--- config.mk ---
export PLATFORM = sky130hd
export DESIGN_NAME = pcb_pump_ctrl
export DESIGN_NICKNAME = d
export VERILOG_FILES = /design/src/pcb_pkg.sv /design/src/pcb_cycle_mem.sv /design/src/pcb_pump_ctrl.sv
export SDC_FILE = /design/constraint.sdc
export NUM_CORES = 1
export LEC_CHECK = 0
export BUFFER_PORTS_ARGS = -buffer_cell sky130_fd_sc_hd__buf_2
export CAP_MARGIN = 0
export CORE_ASPECT_RATIO = 2
export CORE_MARGIN = 2
export CORE_UTILIZATION = 45
export DETAILED_ROUTE_END_ITERATION = 7
export PLACE_DENSITY = 0.75
export SETUP_SLACK_MARGIN = 0.5
export SKIP_LAST_GASP = 1
export SLEW_MARGIN = 5
export SYNTH_ARGS = -nofsm -noshare
export SYNTH_HDL_FRONTEND = slang
export SYNTH_HIERARCHICAL = 1
export SYNTH_SLANG_ARGS = --single-unit
--- constraint.sdc ---
create_clock -name sys_clk_in -period 7.3 [get_ports sys_clk_in]
set_input_delay 1.46 -clock sys_clk_in [delete_from_list [all_inputs] [get_ports sys_clk_in]]
set_output_delay 1.46 -clock sys_clk_in [all_outputs]
set_load 0.02 [all_outputs]
--- src/pcb_pkg.sv ---
// shared types and constants for the pump control blocks
package pcb_pkg;
  localparam int NUM_BLOCKS = 6;
  localparam int NUM_PUMPS = 3;
  localparam int NUM_NORMAL_SRC = 4;
  localparam int NUM_FROST_SRC = 2;
  localparam int NUM_FOFF_SRC = 3;
  localparam int NUM_FON_SRC = 3;
  localparam int TIME_W = 12;
  localparam int DAYS_W = 10;
  localparam int CYCLE_W = 20;
  localparam logic [CYCLE_W-1:0] CYCLE_MAX = 20'h0_F423F;  // 999,999
  localparam int CLK_HZ = 100_000_000;
  localparam int SEC_S = 1;
  localparam int SEC_CYCLES = CLK_HZ * SEC_S;
  localparam int DAY_S = 86_400;
  localparam logic [TIME_W-1:0] TIMER_RESET = 12'h000;
  localparam logic [DAYS_W-1:0] DAYS_RESET = 10'h000;
  localparam logic [CYCLE_W-1:0] CYCLE_RESET = 20'h0_0000;

  typedef enum logic [1:0] {
    PCB_OUT_NONE,
    PCB_OUT_A,
    PCB_OUT_B,
    PCB_OUT_C
  } pcb_out_sel_t;

  typedef struct packed {
    pcb_out_sel_t out_sel;
    logic manual_on;
    logic [NUM_NORMAL_SRC-1:0] normal_en;
    logic [NUM_FROST_SRC-1:0] frost_en;
    logic [NUM_FOFF_SRC-1:0] foff_en;
    logic [NUM_FON_SRC-1:0] fon_en;
    logic [TIME_W-1:0] start_delay;
    logic [TIME_W-1:0] overrun;
  } pcb_cfg_t;

  typedef struct packed {
    logic [NUM_NORMAL_SRC-1:0] normal;
    logic [NUM_FROST_SRC-1:0] frost;
    logic [NUM_FOFF_SRC-1:0] foff;
    logic [NUM_FON_SRC-1:0] fon;
  } pcb_cond_t;
endpackage

--- src/pcb_cycle_mem.sv ---
`timescale 1ns/1ns
// per-pump cycle counter store with registered read ports
module pcb_cycle_mem #(
  parameter int WIDTH = 20,
  parameter int DEPTH = 3,
  parameter int RPORTS = 6
) (
  input wire logic sys_clk_in,
  input wire logic rst_b_in,
  input wire logic [DEPTH-1:0] inc_in,
  input wire logic [DEPTH-1:0] clear_in,
  input wire logic [WIDTH-1:0] max_in,
  input wire logic [RPORTS-1:0][1:0] raddr_in,
  output logic [RPORTS-1:0][WIDTH-1:0] rdata_out
);
  logic [DEPTH-1:0][WIDTH-1:0] mem;

  // clear wins over a coincident count, it means a new pump was fitted
  genvar g;
  generate
    for (g = 0; g < DEPTH; g++) begin : g_word
      always_ff @(posedge sys_clk_in or negedge rst_b_in) begin
        if (!rst_b_in) begin
          mem[g] <= '0;
        end else if (clear_in[g]) begin
          mem[g] <= '0;
        end else if (inc_in[g] && mem[g] != max_in) begin
          mem[g] <= mem[g] + 1'b1;  // saturates at max
        end
      end
    end
    // read address 0 means not attached, reads zero
    for (g = 0; g < RPORTS; g++) begin : g_rd
      always_ff @(posedge sys_clk_in or negedge rst_b_in) begin
        if (!rst_b_in) begin
          rdata_out[g] <= '0;
        end else if (raddr_in[g] == 2'd0) begin
          rdata_out[g] <= '0;
        end else begin
          rdata_out[g] <= mem[raddr_in[g] - 2'd1];
        end
      end
    end
  endgenerate
endmodule // pcb_cycle_mem

--- src/pcb_pump_ctrl.sv ---
`timescale 1ns/1ns
// What this block does
// - six identical, freely assignable pump blocks
// - per-block selector: none, pump A, B, C
// - blocks sharing an output are ORed
// - manual-on holds pump on until auto
// - enabled normal demand via delay and overrun
// - enabled frost demand feeds on, force-off inhibits
// - force-off blocks normal and frost, not force-on
// - force-on turns pump on unless master drives X, Y, Z
// - start delay on demand rise, zero disables
// - stand-alone: skip delay if burner firing
// - slave: skip delay if master reports firing
// - overrun holds pump after demand, zero disables
// - local/master service cancels running overrun
// - per-output cycle counter 0..999999, restartable
// - only attached outputs are exercised
// - count off days, run exercise at interval
// - pump on clears its off-day counter
// - shared exercise interval, zero disables
// - shared exercise time, zero disables
// - frost request bits track frost detection
// - frost-firing flag: frost priority, demand, firing or preparing
// - master may drive slave pumps as X, Y, Z
module pcb_pump_ctrl #(
  parameter int SEC_CYCLES = pcb_pkg::SEC_CYCLES,
  parameter int DAY_SECS = pcb_pkg::DAY_S
) (
  input wire logic sys_clk_in,
  input wire logic rst_b_in,
  input wire pcb_pkg::pcb_cfg_t [pcb_pkg::NUM_BLOCKS-1:0] cfg_in,
  input wire pcb_pkg::pcb_cond_t cond_in,
  input wire logic slave_mode_in,
  input wire logic burner_firing_in,
  input wire logic master_slave_firing_in,
  input wire logic local_service_in,
  input wire logic master_service_in,
  input wire logic [pcb_pkg::NUM_PUMPS-1:0] cycle_restart_in,
  input wire logic [pcb_pkg::DAYS_W-1:0] exercise_days_in,
  input wire logic [pcb_pkg::TIME_W-1:0] exercise_time_in,
  input wire logic [pcb_pkg::NUM_FROST_SRC-1:0] frost_detect_in,
  input wire logic frost_priority_in,
  input wire logic burner_demand_in,
  input wire logic burner_preparing_in,
  input wire logic remote_xyz_sel_in,
  input wire logic [pcb_pkg::NUM_PUMPS-1:0] remote_xyz_in,
  output logic [pcb_pkg::NUM_PUMPS-1:0] pump_out,
  output logic [pcb_pkg::NUM_BLOCKS-1:0][pcb_pkg::CYCLE_W-1:0] cycles_out,
  output logic [pcb_pkg::NUM_FROST_SRC-1:0] frost_request_out,
  output logic frost_firing_out
);
  localparam int NB = pcb_pkg::NUM_BLOCKS;
  localparam int NP = pcb_pkg::NUM_PUMPS;
  localparam int TW = pcb_pkg::TIME_W;
  localparam int DW = pcb_pkg::DAYS_W;
  localparam int SCW = $clog2(SEC_CYCLES + 1);
  localparam int DCW = $clog2(DAY_SECS + 1);

  // decode of a block selector to a one-hot pump mask
  function automatic logic [NP-1:0] sel_mask(input pcb_pkg::pcb_out_sel_t s);
    case (s)
      pcb_pkg::PCB_OUT_A: sel_mask = 3'b001;
      pcb_pkg::PCB_OUT_B: sel_mask = 3'b010;
      pcb_pkg::PCB_OUT_C: sel_mask = 3'b100;
      default: sel_mask = 3'b000;
    endcase
  endfunction

  // external status passes two flops; config is assumed static/same domain
  logic [11:0] sync1;
  logic [11:0] sync2;
  logic [11:0] raw;
  assign raw = {cond_in.normal, cond_in.frost, cond_in.foff, cond_in.fon};
  always_ff @(posedge sys_clk_in or negedge rst_b_in) begin
    if (!rst_b_in) begin
      sync1 <= '0;
      sync2 <= '0;
    end else begin
      sync1 <= raw;
      sync2 <= sync1;
    end
  end
  logic [9:0] ssync1;
  logic [9:0] ssync2;
  always_ff @(posedge sys_clk_in or negedge rst_b_in) begin
    if (!rst_b_in) begin
      ssync1 <= '0;
      ssync2 <= '0;
    end else begin
      ssync1 <= {burner_firing_in, master_slave_firing_in, local_service_in,
                 master_service_in, frost_detect_in, frost_priority_in,
                 burner_demand_in, burner_preparing_in, remote_xyz_sel_in};
      ssync2 <= ssync1;
    end
  end
  pcb_pkg::pcb_cond_t cond;
  assign cond = pcb_pkg::pcb_cond_t'(sync2);
  logic firing_s, mfiring_s, lserv_s, mserv_s, fprio_s, bdem_s, bprep_s;
  logic xyz_sel_s;
  logic [1:0] fdet_s;
  assign {firing_s, mfiring_s, lserv_s, mserv_s, fdet_s, fprio_s, bdem_s,
          bprep_s, xyz_sel_s} = ssync2;
  logic [2:0] rxyz1;
  logic [2:0] rxyz2;
  always_ff @(posedge sys_clk_in or negedge rst_b_in) begin
    if (!rst_b_in) begin
      rxyz1 <= '0;
      rxyz2 <= '0;
    end else begin
      rxyz1 <= remote_xyz_in;
      rxyz2 <= rxyz1;
    end
  end

  // second and day tick dividers, one-cycle enables
  logic [SCW-1:0] sec_cnt;
  logic [DCW-1:0] day_cnt;
  logic sec_tick;
  logic day_tick;
  always_ff @(posedge sys_clk_in or negedge rst_b_in) begin
    if (!rst_b_in) begin
      sec_cnt <= '0;
      sec_tick <= 1'b0;
    end else begin
      sec_tick <= (sec_cnt == SCW'(SEC_CYCLES - 1));
      sec_cnt <= (sec_cnt == SCW'(SEC_CYCLES - 1)) ? '0 : sec_cnt + 1'b1;
    end
  end
  always_ff @(posedge sys_clk_in or negedge rst_b_in) begin
    if (!rst_b_in) begin
      day_cnt <= '0;
      day_tick <= 1'b0;
    end else begin
      day_tick <= 1'b0;
      if (sec_tick) begin
        day_tick <= (day_cnt == DCW'(DAY_SECS - 1));
        day_cnt <= (day_cnt == DCW'(DAY_SECS - 1)) ? '0 : day_cnt + 1'b1;
      end
    end
  end

  // service that cancels overrun and firing that skips the start delay
  logic cancel_ovr;
  logic skip_delay;
  assign cancel_ovr = slave_mode_in ? mserv_s : lserv_s;
  assign skip_delay = slave_mode_in ? mfiring_s : firing_s;

  // six identical blocks, any one may serve any purpose
  logic [NB-1:0] blk_on;
  logic [NB-1:0][NP-1:0] blk_mask;
  genvar b;
  generate
    for (b = 0; b < NB; b++) begin : g_blk
      pcb_pkg::pcb_cfg_t c;
      logic dem;
      logic dem_q;
      logic started;
      logic [TW-1:0] dly;
      logic [TW-1:0] ovr;
      logic frost_dem;
      logic foff;
      logic fon;
      logic norm_on;
      assign c = cfg_in[b];
      assign dem = |(cond.normal & c.normal_en);
      assign frost_dem = |(cond.frost & c.frost_en);
      assign foff = |(cond.foff & c.foff_en);
      assign fon = |(cond.fon & c.fon_en);
      assign blk_mask[b] = sel_mask(c.out_sel);

      // start delay: armed on a rising demand, pump starts at expiry
      always_ff @(posedge sys_clk_in or negedge rst_b_in) begin
        if (!rst_b_in) begin
          dem_q <= 1'b0;
          started <= 1'b0;
          dly <= pcb_pkg::TIMER_RESET;
        end else begin
          dem_q <= dem;
          if (!dem) begin
            started <= 1'b0;
            dly <= pcb_pkg::TIMER_RESET;
          end else if (!dem_q) begin
            if (c.start_delay == '0 || skip_delay) begin
              started <= 1'b1;
            end else begin
              dly <= c.start_delay;
            end
          end else if (!started && sec_tick) begin
            if (dly <= TW'(1)) begin
              started <= 1'b1;  // demand still present here
              dly <= pcb_pkg::TIMER_RESET;
            end else begin
              dly <= dly - 1'b1;
            end
          end
        end
      end

      // overrun: keep pump on after a started demand ends
      always_ff @(posedge sys_clk_in or negedge rst_b_in) begin
        if (!rst_b_in) begin
          ovr <= pcb_pkg::TIMER_RESET;
        end else if (cancel_ovr) begin
          ovr <= pcb_pkg::TIMER_RESET;
        end else if (started && !dem) begin
          ovr <= c.overrun;  // zero means no hold
        end else if (sec_tick && ovr != '0) begin
          ovr <= ovr - 1'b1;
        end
      end

      // started lasts through the cycle demand drops, so the pump
      // bridges into the overrun without a one-cycle dropout
      assign norm_on = started || (ovr != '0);
      // force-on beats force-off; force-off blocks normal and frost
      assign blk_on[b] = c.manual_on || fon ||
                         (!foff && (norm_on || frost_dem));
    end
  endgenerate

  // OR every block onto the output it selects
  logic [NP-1:0] demand_or;
  logic [NP-1:0] attached;
  always_comb begin
    demand_or = '0;
    attached = '0;
    for (int i = 0; i < NB; i++) begin
      demand_or = demand_or | (blk_on[i] ? blk_mask[i] : 3'b000);
      attached = attached | blk_mask[i];
    end
  end

  // exercise per pump output
  logic [NP-1:0][DW-1:0] off_days;
  logic [NP-1:0][TW-1:0] ex_left;
  logic [NP-1:0] next_pump;
  logic ex_enabled;
  assign ex_enabled = (exercise_days_in != '0) &&
                      (exercise_time_in != '0);
  genvar p;
  generate
    for (p = 0; p < NP; p++) begin : g_pump
      // master use of slave pumps overrides local demand
      assign next_pump[p] = xyz_sel_s ? rxyz2[p] :
                            (demand_or[p] || ex_left[p] != '0);
      always_ff @(posedge sys_clk_in or negedge rst_b_in) begin
        if (!rst_b_in) begin
          off_days[p] <= pcb_pkg::DAYS_RESET;
          ex_left[p] <= pcb_pkg::TIMER_RESET;
        end else if (pump_out[p] || !attached[p] || !ex_enabled) begin
          off_days[p] <= pcb_pkg::DAYS_RESET;
          if (!attached[p] || !ex_enabled) begin
            ex_left[p] <= pcb_pkg::TIMER_RESET;
          end else if (sec_tick && ex_left[p] != '0) begin
            ex_left[p] <= ex_left[p] - 1'b1;
          end
        end else if (off_days[p] >= exercise_days_in) begin
          ex_left[p] <= exercise_time_in;
          off_days[p] <= pcb_pkg::DAYS_RESET;
        end else if (day_tick) begin
          off_days[p] <= off_days[p] + 1'b1;
        end
      end
    end
  endgenerate

  // registered pump drive; rising edges count a cycle
  logic [NP-1:0] cyc_inc;
  assign cyc_inc = next_pump & ~pump_out;
  always_ff @(posedge sys_clk_in or negedge rst_b_in) begin
    if (!rst_b_in) begin
      pump_out <= '0;
    end else begin
      pump_out <= next_pump;
    end
  end

  // cycle counters, each block reads its selected pump
  logic [NB-1:0][1:0] raddr;
  always_comb begin
    for (int i = 0; i < NB; i++) begin
      raddr[i] = 2'(cfg_in[i].out_sel);
    end
  end
  pcb_cycle_mem #(
    .WIDTH(pcb_pkg::CYCLE_W),
    .DEPTH(NP),
    .RPORTS(NB)
  ) u_cycles (
    .sys_clk_in(sys_clk_in),
    .rst_b_in(rst_b_in),
    .inc_in(cyc_inc),
    .clear_in(cycle_restart_in),
    .max_in(pcb_pkg::CYCLE_MAX),
    .raddr_in(raddr),
    .rdata_out(cycles_out)
  );

  // frost requests and frost-firing status
  always_ff @(posedge sys_clk_in or negedge rst_b_in) begin
    if (!rst_b_in) begin
      frost_request_out <= '0;
      frost_firing_out <= 1'b0;
    end else begin
      frost_request_out <= fdet_s;
      frost_firing_out <= fprio_s && bdem_s &&
                          (firing_s || bprep_s);
    end
  end
endmodule // pcb_pump_ctrl

* Yosys cells after proc, flatten, opt, wreduce, memory -nomap -nowiden
Index checks and enable logic that the tools add are counted.
** Storage, ports and cells
- Bits in registers :: 504
- Input bits :: 287
- Output and inout bits :: 126
- Word-level logic and storage cells :: 500
** Operators by class
- $add $sub $neg :: 29
- Magnitude comparators :: 15
- Eq/ne operators :: 50
- Muxes and demuxes :: 143
- Bitwise operators :: 36
- Reductions and logical operators :: 175
** Operator list (count)
- 12-bit two-way mux :: 60
- 20-bit two-way mux :: 18
- 20-bit binary-select mux with 2-bit select :: 6
- 12-bit by 1-bit subtractor with 12-bit output, second input constant :: 15
- 12-bit nonzero test :: 10
- 10-bit two-way mux :: 9
- 12-bit by 1-bit <= comparator with 1-bit output, second input constant :: 6
- 12-bit logical NOT :: 6
- 20-bit by 1-bit adder with 20-bit output, second input constant :: 3
- 20-bit inequality test, second input constant :: 3
- 3-bit one-hot mux with 3 select lines :: 6
- 1-bit logical OR :: 43
- 3-bit bitwise AND :: 13
- 1-bit two-way mux :: 36
- 3-bit by 2-bit inequality test with 1-bit output, second input constant :: 12
- 3-bit OR reduction :: 12
- 1-bit logical AND :: 33
- 10-bit by 1-bit adder with 10-bit output, second input constant :: 3
- 10-bit >= comparator :: 3
- 3-bit OR :: 10
- 27-bit by 1-bit adder with 27-bit output, second input constant :: 1
- 27-bit equality test, second input constant :: 1
- 27-bit two-way mux :: 1
- 3-bit by 1-bit inequality test with 1-bit output, second input constant :: 9
- other kinds (21) :: 129

* Longest topological paths before layout
- Word-level depth :: 17
- Gate-level depth with buffers :: 15
- Mapped depth without buffers :: 14

* Hierarchy
The synthesis kept the hierarchy.
** Modules (own cells, without submodules)
- pcb_pump_ctrl :: instances 1, cells an instance 2044, area an instance 18300.1 µm², seq. area each 8107.8 µm²
- pcb_cycle_mem :: instances 1, cells an instance 1167, area an instance 10334.9 µm², seq. area each 4504.3 µm²

* Worst setup path before layout
No wires, ideal clock.
- Path type :: in2reg
- Start point :: input cfg_in[105] in the netlist's numbering
- End point :: register u_cycles/mem[39] in the netlist's numbering
- Setup time :: 0.125 ns
- Arrival time :: 3.642 ns
- Required time :: 7.175 ns
- Slack :: 3.533 ns
- Cell stages on the path :: 10
- Path buffers :: 1
- Cells stage by stage :: a222oi_1 > nor3_1 > a31o_2 > o311ai_0 > nor4_1 > nor3_1 > o31ai_4 > buf_4 > nor4_1 > mux2_4
** On the way
- Longest elaborated chain between the ends :: 15
** Ends and longest elaborated chain
- start: declaration :: RTL line pcb_pump_ctrl.sv:31 : input wire pcb_pkg::pcb_cfg_t [pcb_pkg::NUM_BLOCKS-1:0] cfg_in,
- 3-bit bitwise AND :: RTL line pcb_pump_ctrl.sv:167 : assign foff = |(cond.foff & c.foff_en);
- 3-bit OR reduction :: RTL line pcb_pump_ctrl.sv:167
- 1-bit logical NOT :: RTL line pcb_pump_ctrl.sv:217 : (!foff && (norm_on || frost_dem));
- 1-bit logical AND :: RTL line pcb_pump_ctrl.sv:217
- 1-bit logical OR :: RTL line pcb_pump_ctrl.sv:216 : assign blk_on[b] = c.manual_on || fon ||
- 3-bit two-way mux :: RTL line pcb_pump_ctrl.sv:228 : demand_or = demand_or | (blk_on[i] ? blk_mask[i] : 3'b000);
- 3-bit OR (4 in a row) :: RTL line pcb_pump_ctrl.sv:228
- 1-bit logical OR :: RTL line pcb_pump_ctrl.sv:245 : (demand_or[p] || ex_left[p] != '0);
- 1-bit two-way mux :: RTL line pcb_pump_ctrl.sv:244 : assign next_pump[p] = xyz_sel_s ? rxyz2[p] :
- 3-bit bitwise AND :: RTL line pcb_pump_ctrl.sv:269 : assign cyc_inc = next_pump & ~pump_out;
- via cyc_inc[1] :: RTL line pcb_pump_ctrl.sv:268 : logic [NP-1:0] cyc_inc;
- 1-bit logical AND :: RTL line pcb_cycle_mem.sv:27 : end else if (inc_in[g] && mem[g] != max_in) begin
- 2-bit nonzero test (no source line)
- end signal: indexed assignment :: RTL line pcb_cycle_mem.sv:28 : mem[g] <= mem[g] + 1'b1;
- end: declaration :: RTL line pcb_cycle_mem.sv:16 : logic [DEPTH-1:0][WIDTH-1:0] mem;
The timed path passes the listed nets, and every way through them passes these cells.
A chain may end at the register's enable or synchronous reset.

* Worst setup path in the final report
- Start point :: input cfg_in[30] in the netlist's numbering
- End point :: register u_cycles/mem[50] in the netlist's numbering
** On the way
- Longest elaborated chain between the ends :: 16
** Ends and longest elaborated chain
- 2-bit bitwise AND :: RTL line pcb_pump_ctrl.sv:166 : assign frost_dem = |(cond.frost & c.frost_en);
- 2-bit OR reduction :: RTL line pcb_pump_ctrl.sv:166
- 1-bit logical OR :: RTL line pcb_pump_ctrl.sv:217
- 1-bit logical AND :: RTL line pcb_pump_ctrl.sv:217
- 1-bit logical OR :: RTL line pcb_pump_ctrl.sv:216
- 3-bit two-way mux :: RTL line pcb_pump_ctrl.sv:228
- 3-bit OR (5 in a row) :: RTL line pcb_pump_ctrl.sv:228
- 1-bit logical OR :: RTL line pcb_pump_ctrl.sv:245
- 1-bit two-way mux :: RTL line pcb_pump_ctrl.sv:244
- 3-bit bitwise AND :: RTL line pcb_pump_ctrl.sv:269
- via cyc_inc[2] :: RTL line pcb_pump_ctrl.sv:268
- 1-bit logical AND :: RTL line pcb_cycle_mem.sv:27
- 2-bit nonzero test (no source line)
The timed path passes the listed nets, and every way through them passes these cells.

==> flow_metrics.tcl <==
set metrics [dict create \
    status "finished, final reports clean" \
    drtIter0Drc 2104 \
    fp.dieH_microns 360.7 \
    muxShareOfSynthArea 0.05715 \
    core_sq_um 62950 \
    ys_async_sr_fraction 1.000 \
    synthesis.area_sq_um 28630 \
    cap_violations 0 \
    syn_to_final_growth_pct 15.30 \
    port_buffers 412 \
    clk_latency_ps 590 \
    switchingPower_uw 2579 \
    relSlewSlack 0.1455 \
    fp.dieW_microns 182.4 \
    post_cts_buffers 0 \
    r2r_cells 14 \
    arrival_ps 5100 \
    max_clock_freq_ghz 0.2147 \
    hpwl_microns 71120 \
    initial_core_util 0.4549 \
    cp-endpoint "u_cycles/mem[50]" \
    p_leak_uw 0.01542 \
    n_fill_cell 5835 \
    p_int_uw 5313 \
    viasPerCell 5.986 \
    grt_max_degree 166 \
    ios 413 \
    clk_pin_slew_worst_paths_ps 60 \
    synthTopCellsByCount "537 x nor2_1, 504 x dfrtp_1, 254 x a21oi_1, 181 x o21ai_0, 154 x nand2_1" \
    cts_resized 0 \
    htree_levels 2 \
    cts_tree "yes" \
    hold_path_class "reg2reg" \
    worstPathRequired_ps 7740 \
    nets 3913 \
    finalClockSkew_ps 28.97 \
    stdcell_count 4387 \
    p_comb_frac 0.225 \
    fin_ws_ps 2643 \
    cts_inserted_buffers 49 \
    num_rows 130 \
    seqCellArea_sq_um 12610 \
    clock-sinks 504 \
    wl_per_cell_microns 22.05 \
    synth_compound_area_frac 0.1622 \
    grt_pass1_wl_microns 146400 \
    synth_area_per_cell_sq_um 8.918 \
    hold_viol_final 0 \
    reg2reg_from "g_blk[0].ovr[0]" \
    ys_ff_latch 504 \
    cp-startpoint "cfg_in[30]" \
    hold_buffers 0 \
    dieArea_sq_um 65790 \
    yosys_warnings 6 \
    cts_buffer_depth 3 \
    period_needed_ps 4657 \
    p_sw_frac 0.3268 \
    synth_area_leader_cell "dfrtp_1" \
    worstSetupStartpointType "input port" \
    netlist_instances 3211 \
    synthFlopType "dfrtp_1" \
    p_seq_frac 0.427 \
    drive_gt1_frac 0.1556 \
    setup-tns-final_ps 0 \
    fin_crit_sh 0.6380 \
    setup_viol 0 \
    dpl.cell_count 4296 \
    p_per_area_nw_per_um2 239.0 \
    power_frac_clock 0.348 \
    totalWireLength_microns 96720 \
    vias 26260 \
    worstSetupEndpointType "flop" \
    track_usage 0.2888 \
    hold_path.startpoint "ssync1[5]" \
    synthXorXnorAreaFrac 0.05842 \
    grt_pass1_vias 26170 \
    yosys-top-cells-area "dfrtp_1 44%, nor2_1 7.0%, mux2i_1 5.2%" \
    yosysTopAreaCellShare 0.4404 \
    reg2reg_to "u_cycles/mem[50]" \
    synth-adder-area-share 0.03102 \
    drt-pass1-iter-count 6 \
    synth_edf_count 0 \
    multi_input_area_sq_um 14990 \
    crit_type "in2reg" \
    synthSimpleGateAreaFrac 0.2054 \
    cts-root-buf "clkbuf_16" \
    synth-seq-area-share 0.4404 \
    drc_errors 0 \
    overflow 0 \
    antenna_found_initial 7 \
    ir_drop_mv 0.1999 \
    synth_most_common_cell "nor2_1" \
    r2r_slack_ps 2660 \
    synth.distinct_cells 85 \
    worstMarginPinSlew_ps 1266 \
    rsz0062_at_grt "false" \
    dp_slack_ps 2253 \
    fin_util 0.5245 \
    place.gp.congestion 0.9934 \
    ant_nets 0 \
    maxSlewViolCount 0 \
    synth_top_family_by_area "simple AND/OR/NAND/NOR gates" \
    path_max_fanout 9 \
]
[routing by layer]
metal	vias to the layer above	wire length (microns)	track usage
met3	382	7180	0.05610
li1	12080	-	-
met4	0	8149	0.2135
met5	-	0	0
met1	12580	33560	0.3024
met2	1219	47830	0.5102
[kinds of logic after synthesis]
group | count (synthesis)
DFF | 504
AOI/OAI and AO/OA | 752
and+or+nand+nor | 1219
buffers and inverters | 311
other | 2
adders and majority gates | 71
xor gates and xnor gates | 191
muxes | 161
[through the flow]
stage	cell area (sq um)	hold WS [ps]	power, uW
after floorplan	28850	331.2	4548
after global placement	31300	332.3	5110
after detailed placement	31300	336.3	5151
after CTS	33010	351.1	7913
after global routing	33020	353.9	8285
final	33020	348.1	7892
[area by class of cell]
class,count,share of cell area
Clock buffer,70,0.04290
Timing Repair Buffer,441,0.07011
Antenna cell,2,0.0001516
Tap cell,792,0.03001
Inverter,105,0.01194
Sequential cell,504,0.3820
Multi-Input combinational cell,2454,0.4539
Clock inverter,19,0.008943
[worst min path at each step]
stage / to / slack [ps] / cells after the start
floorplan: cond[0] / 330 / 0
global placement: ssync2[5] / 330 / 0
detailed placement: frost_request_out[0] / 340 / 0
CTS: ssync2[7] / 350 / 0
global route: frost_request_out[0] / 350 / 0
finish: ssync2[5] / 350 / 0
[state kept, by name, summed over array words and instances (netlist names), 17 cells and up]
signal              cells
u_cycles/mem           60
off_days               30
g_blk.ovr              72
u_cycles/rdata_out    120
day_cnt                17
ex_left                36
g_blk.dly              72
sec_cnt                27
[critical path: stages]
cell and delay [ps]:
buf_2 100, a221o_1 310, nor4_1 590, o211a_1 290, nor2_1 70, nor4_1 930, nor3_1 350, and4_1 350
nand2_1 220, inv_1 90, o2111ai_1 120, xor2_1 160, nor2_1 50
[placed cells by master (no fill, tap or decap), types with 82 or more instances in the layout]
master | netlist | layout
a21oi_1 | 254 | 254
buf_2 | 33 | 411
dfrtp_1 | 504 | 503
inv_1 | 105 | 105
mux2i_1 | 150 | 149
nand2_1 | 154 | 154
nand3_1 | 85 | 85
nor2_1 | 537 | 537
nor4_1 | 82 | 82
o21ai_0 | 181 | 181
xnor2_1 | 87 | 87
xor2_1 | 104 | 104
[power by group through the flow]
stage / Clock, uW / Sequential, uW / Combinational (uW)
global route: 2910 / 3410 / 1960
floorplan: 0 / 3310 / 1240
detailed placement: 0 / 3410 / 1740
global placement: 0 / 3400 / 1710
finish: 2750 / 3370 / 1770
CTS: 2800 / 3360 / 1750
(Power assumes the default switching activity.)
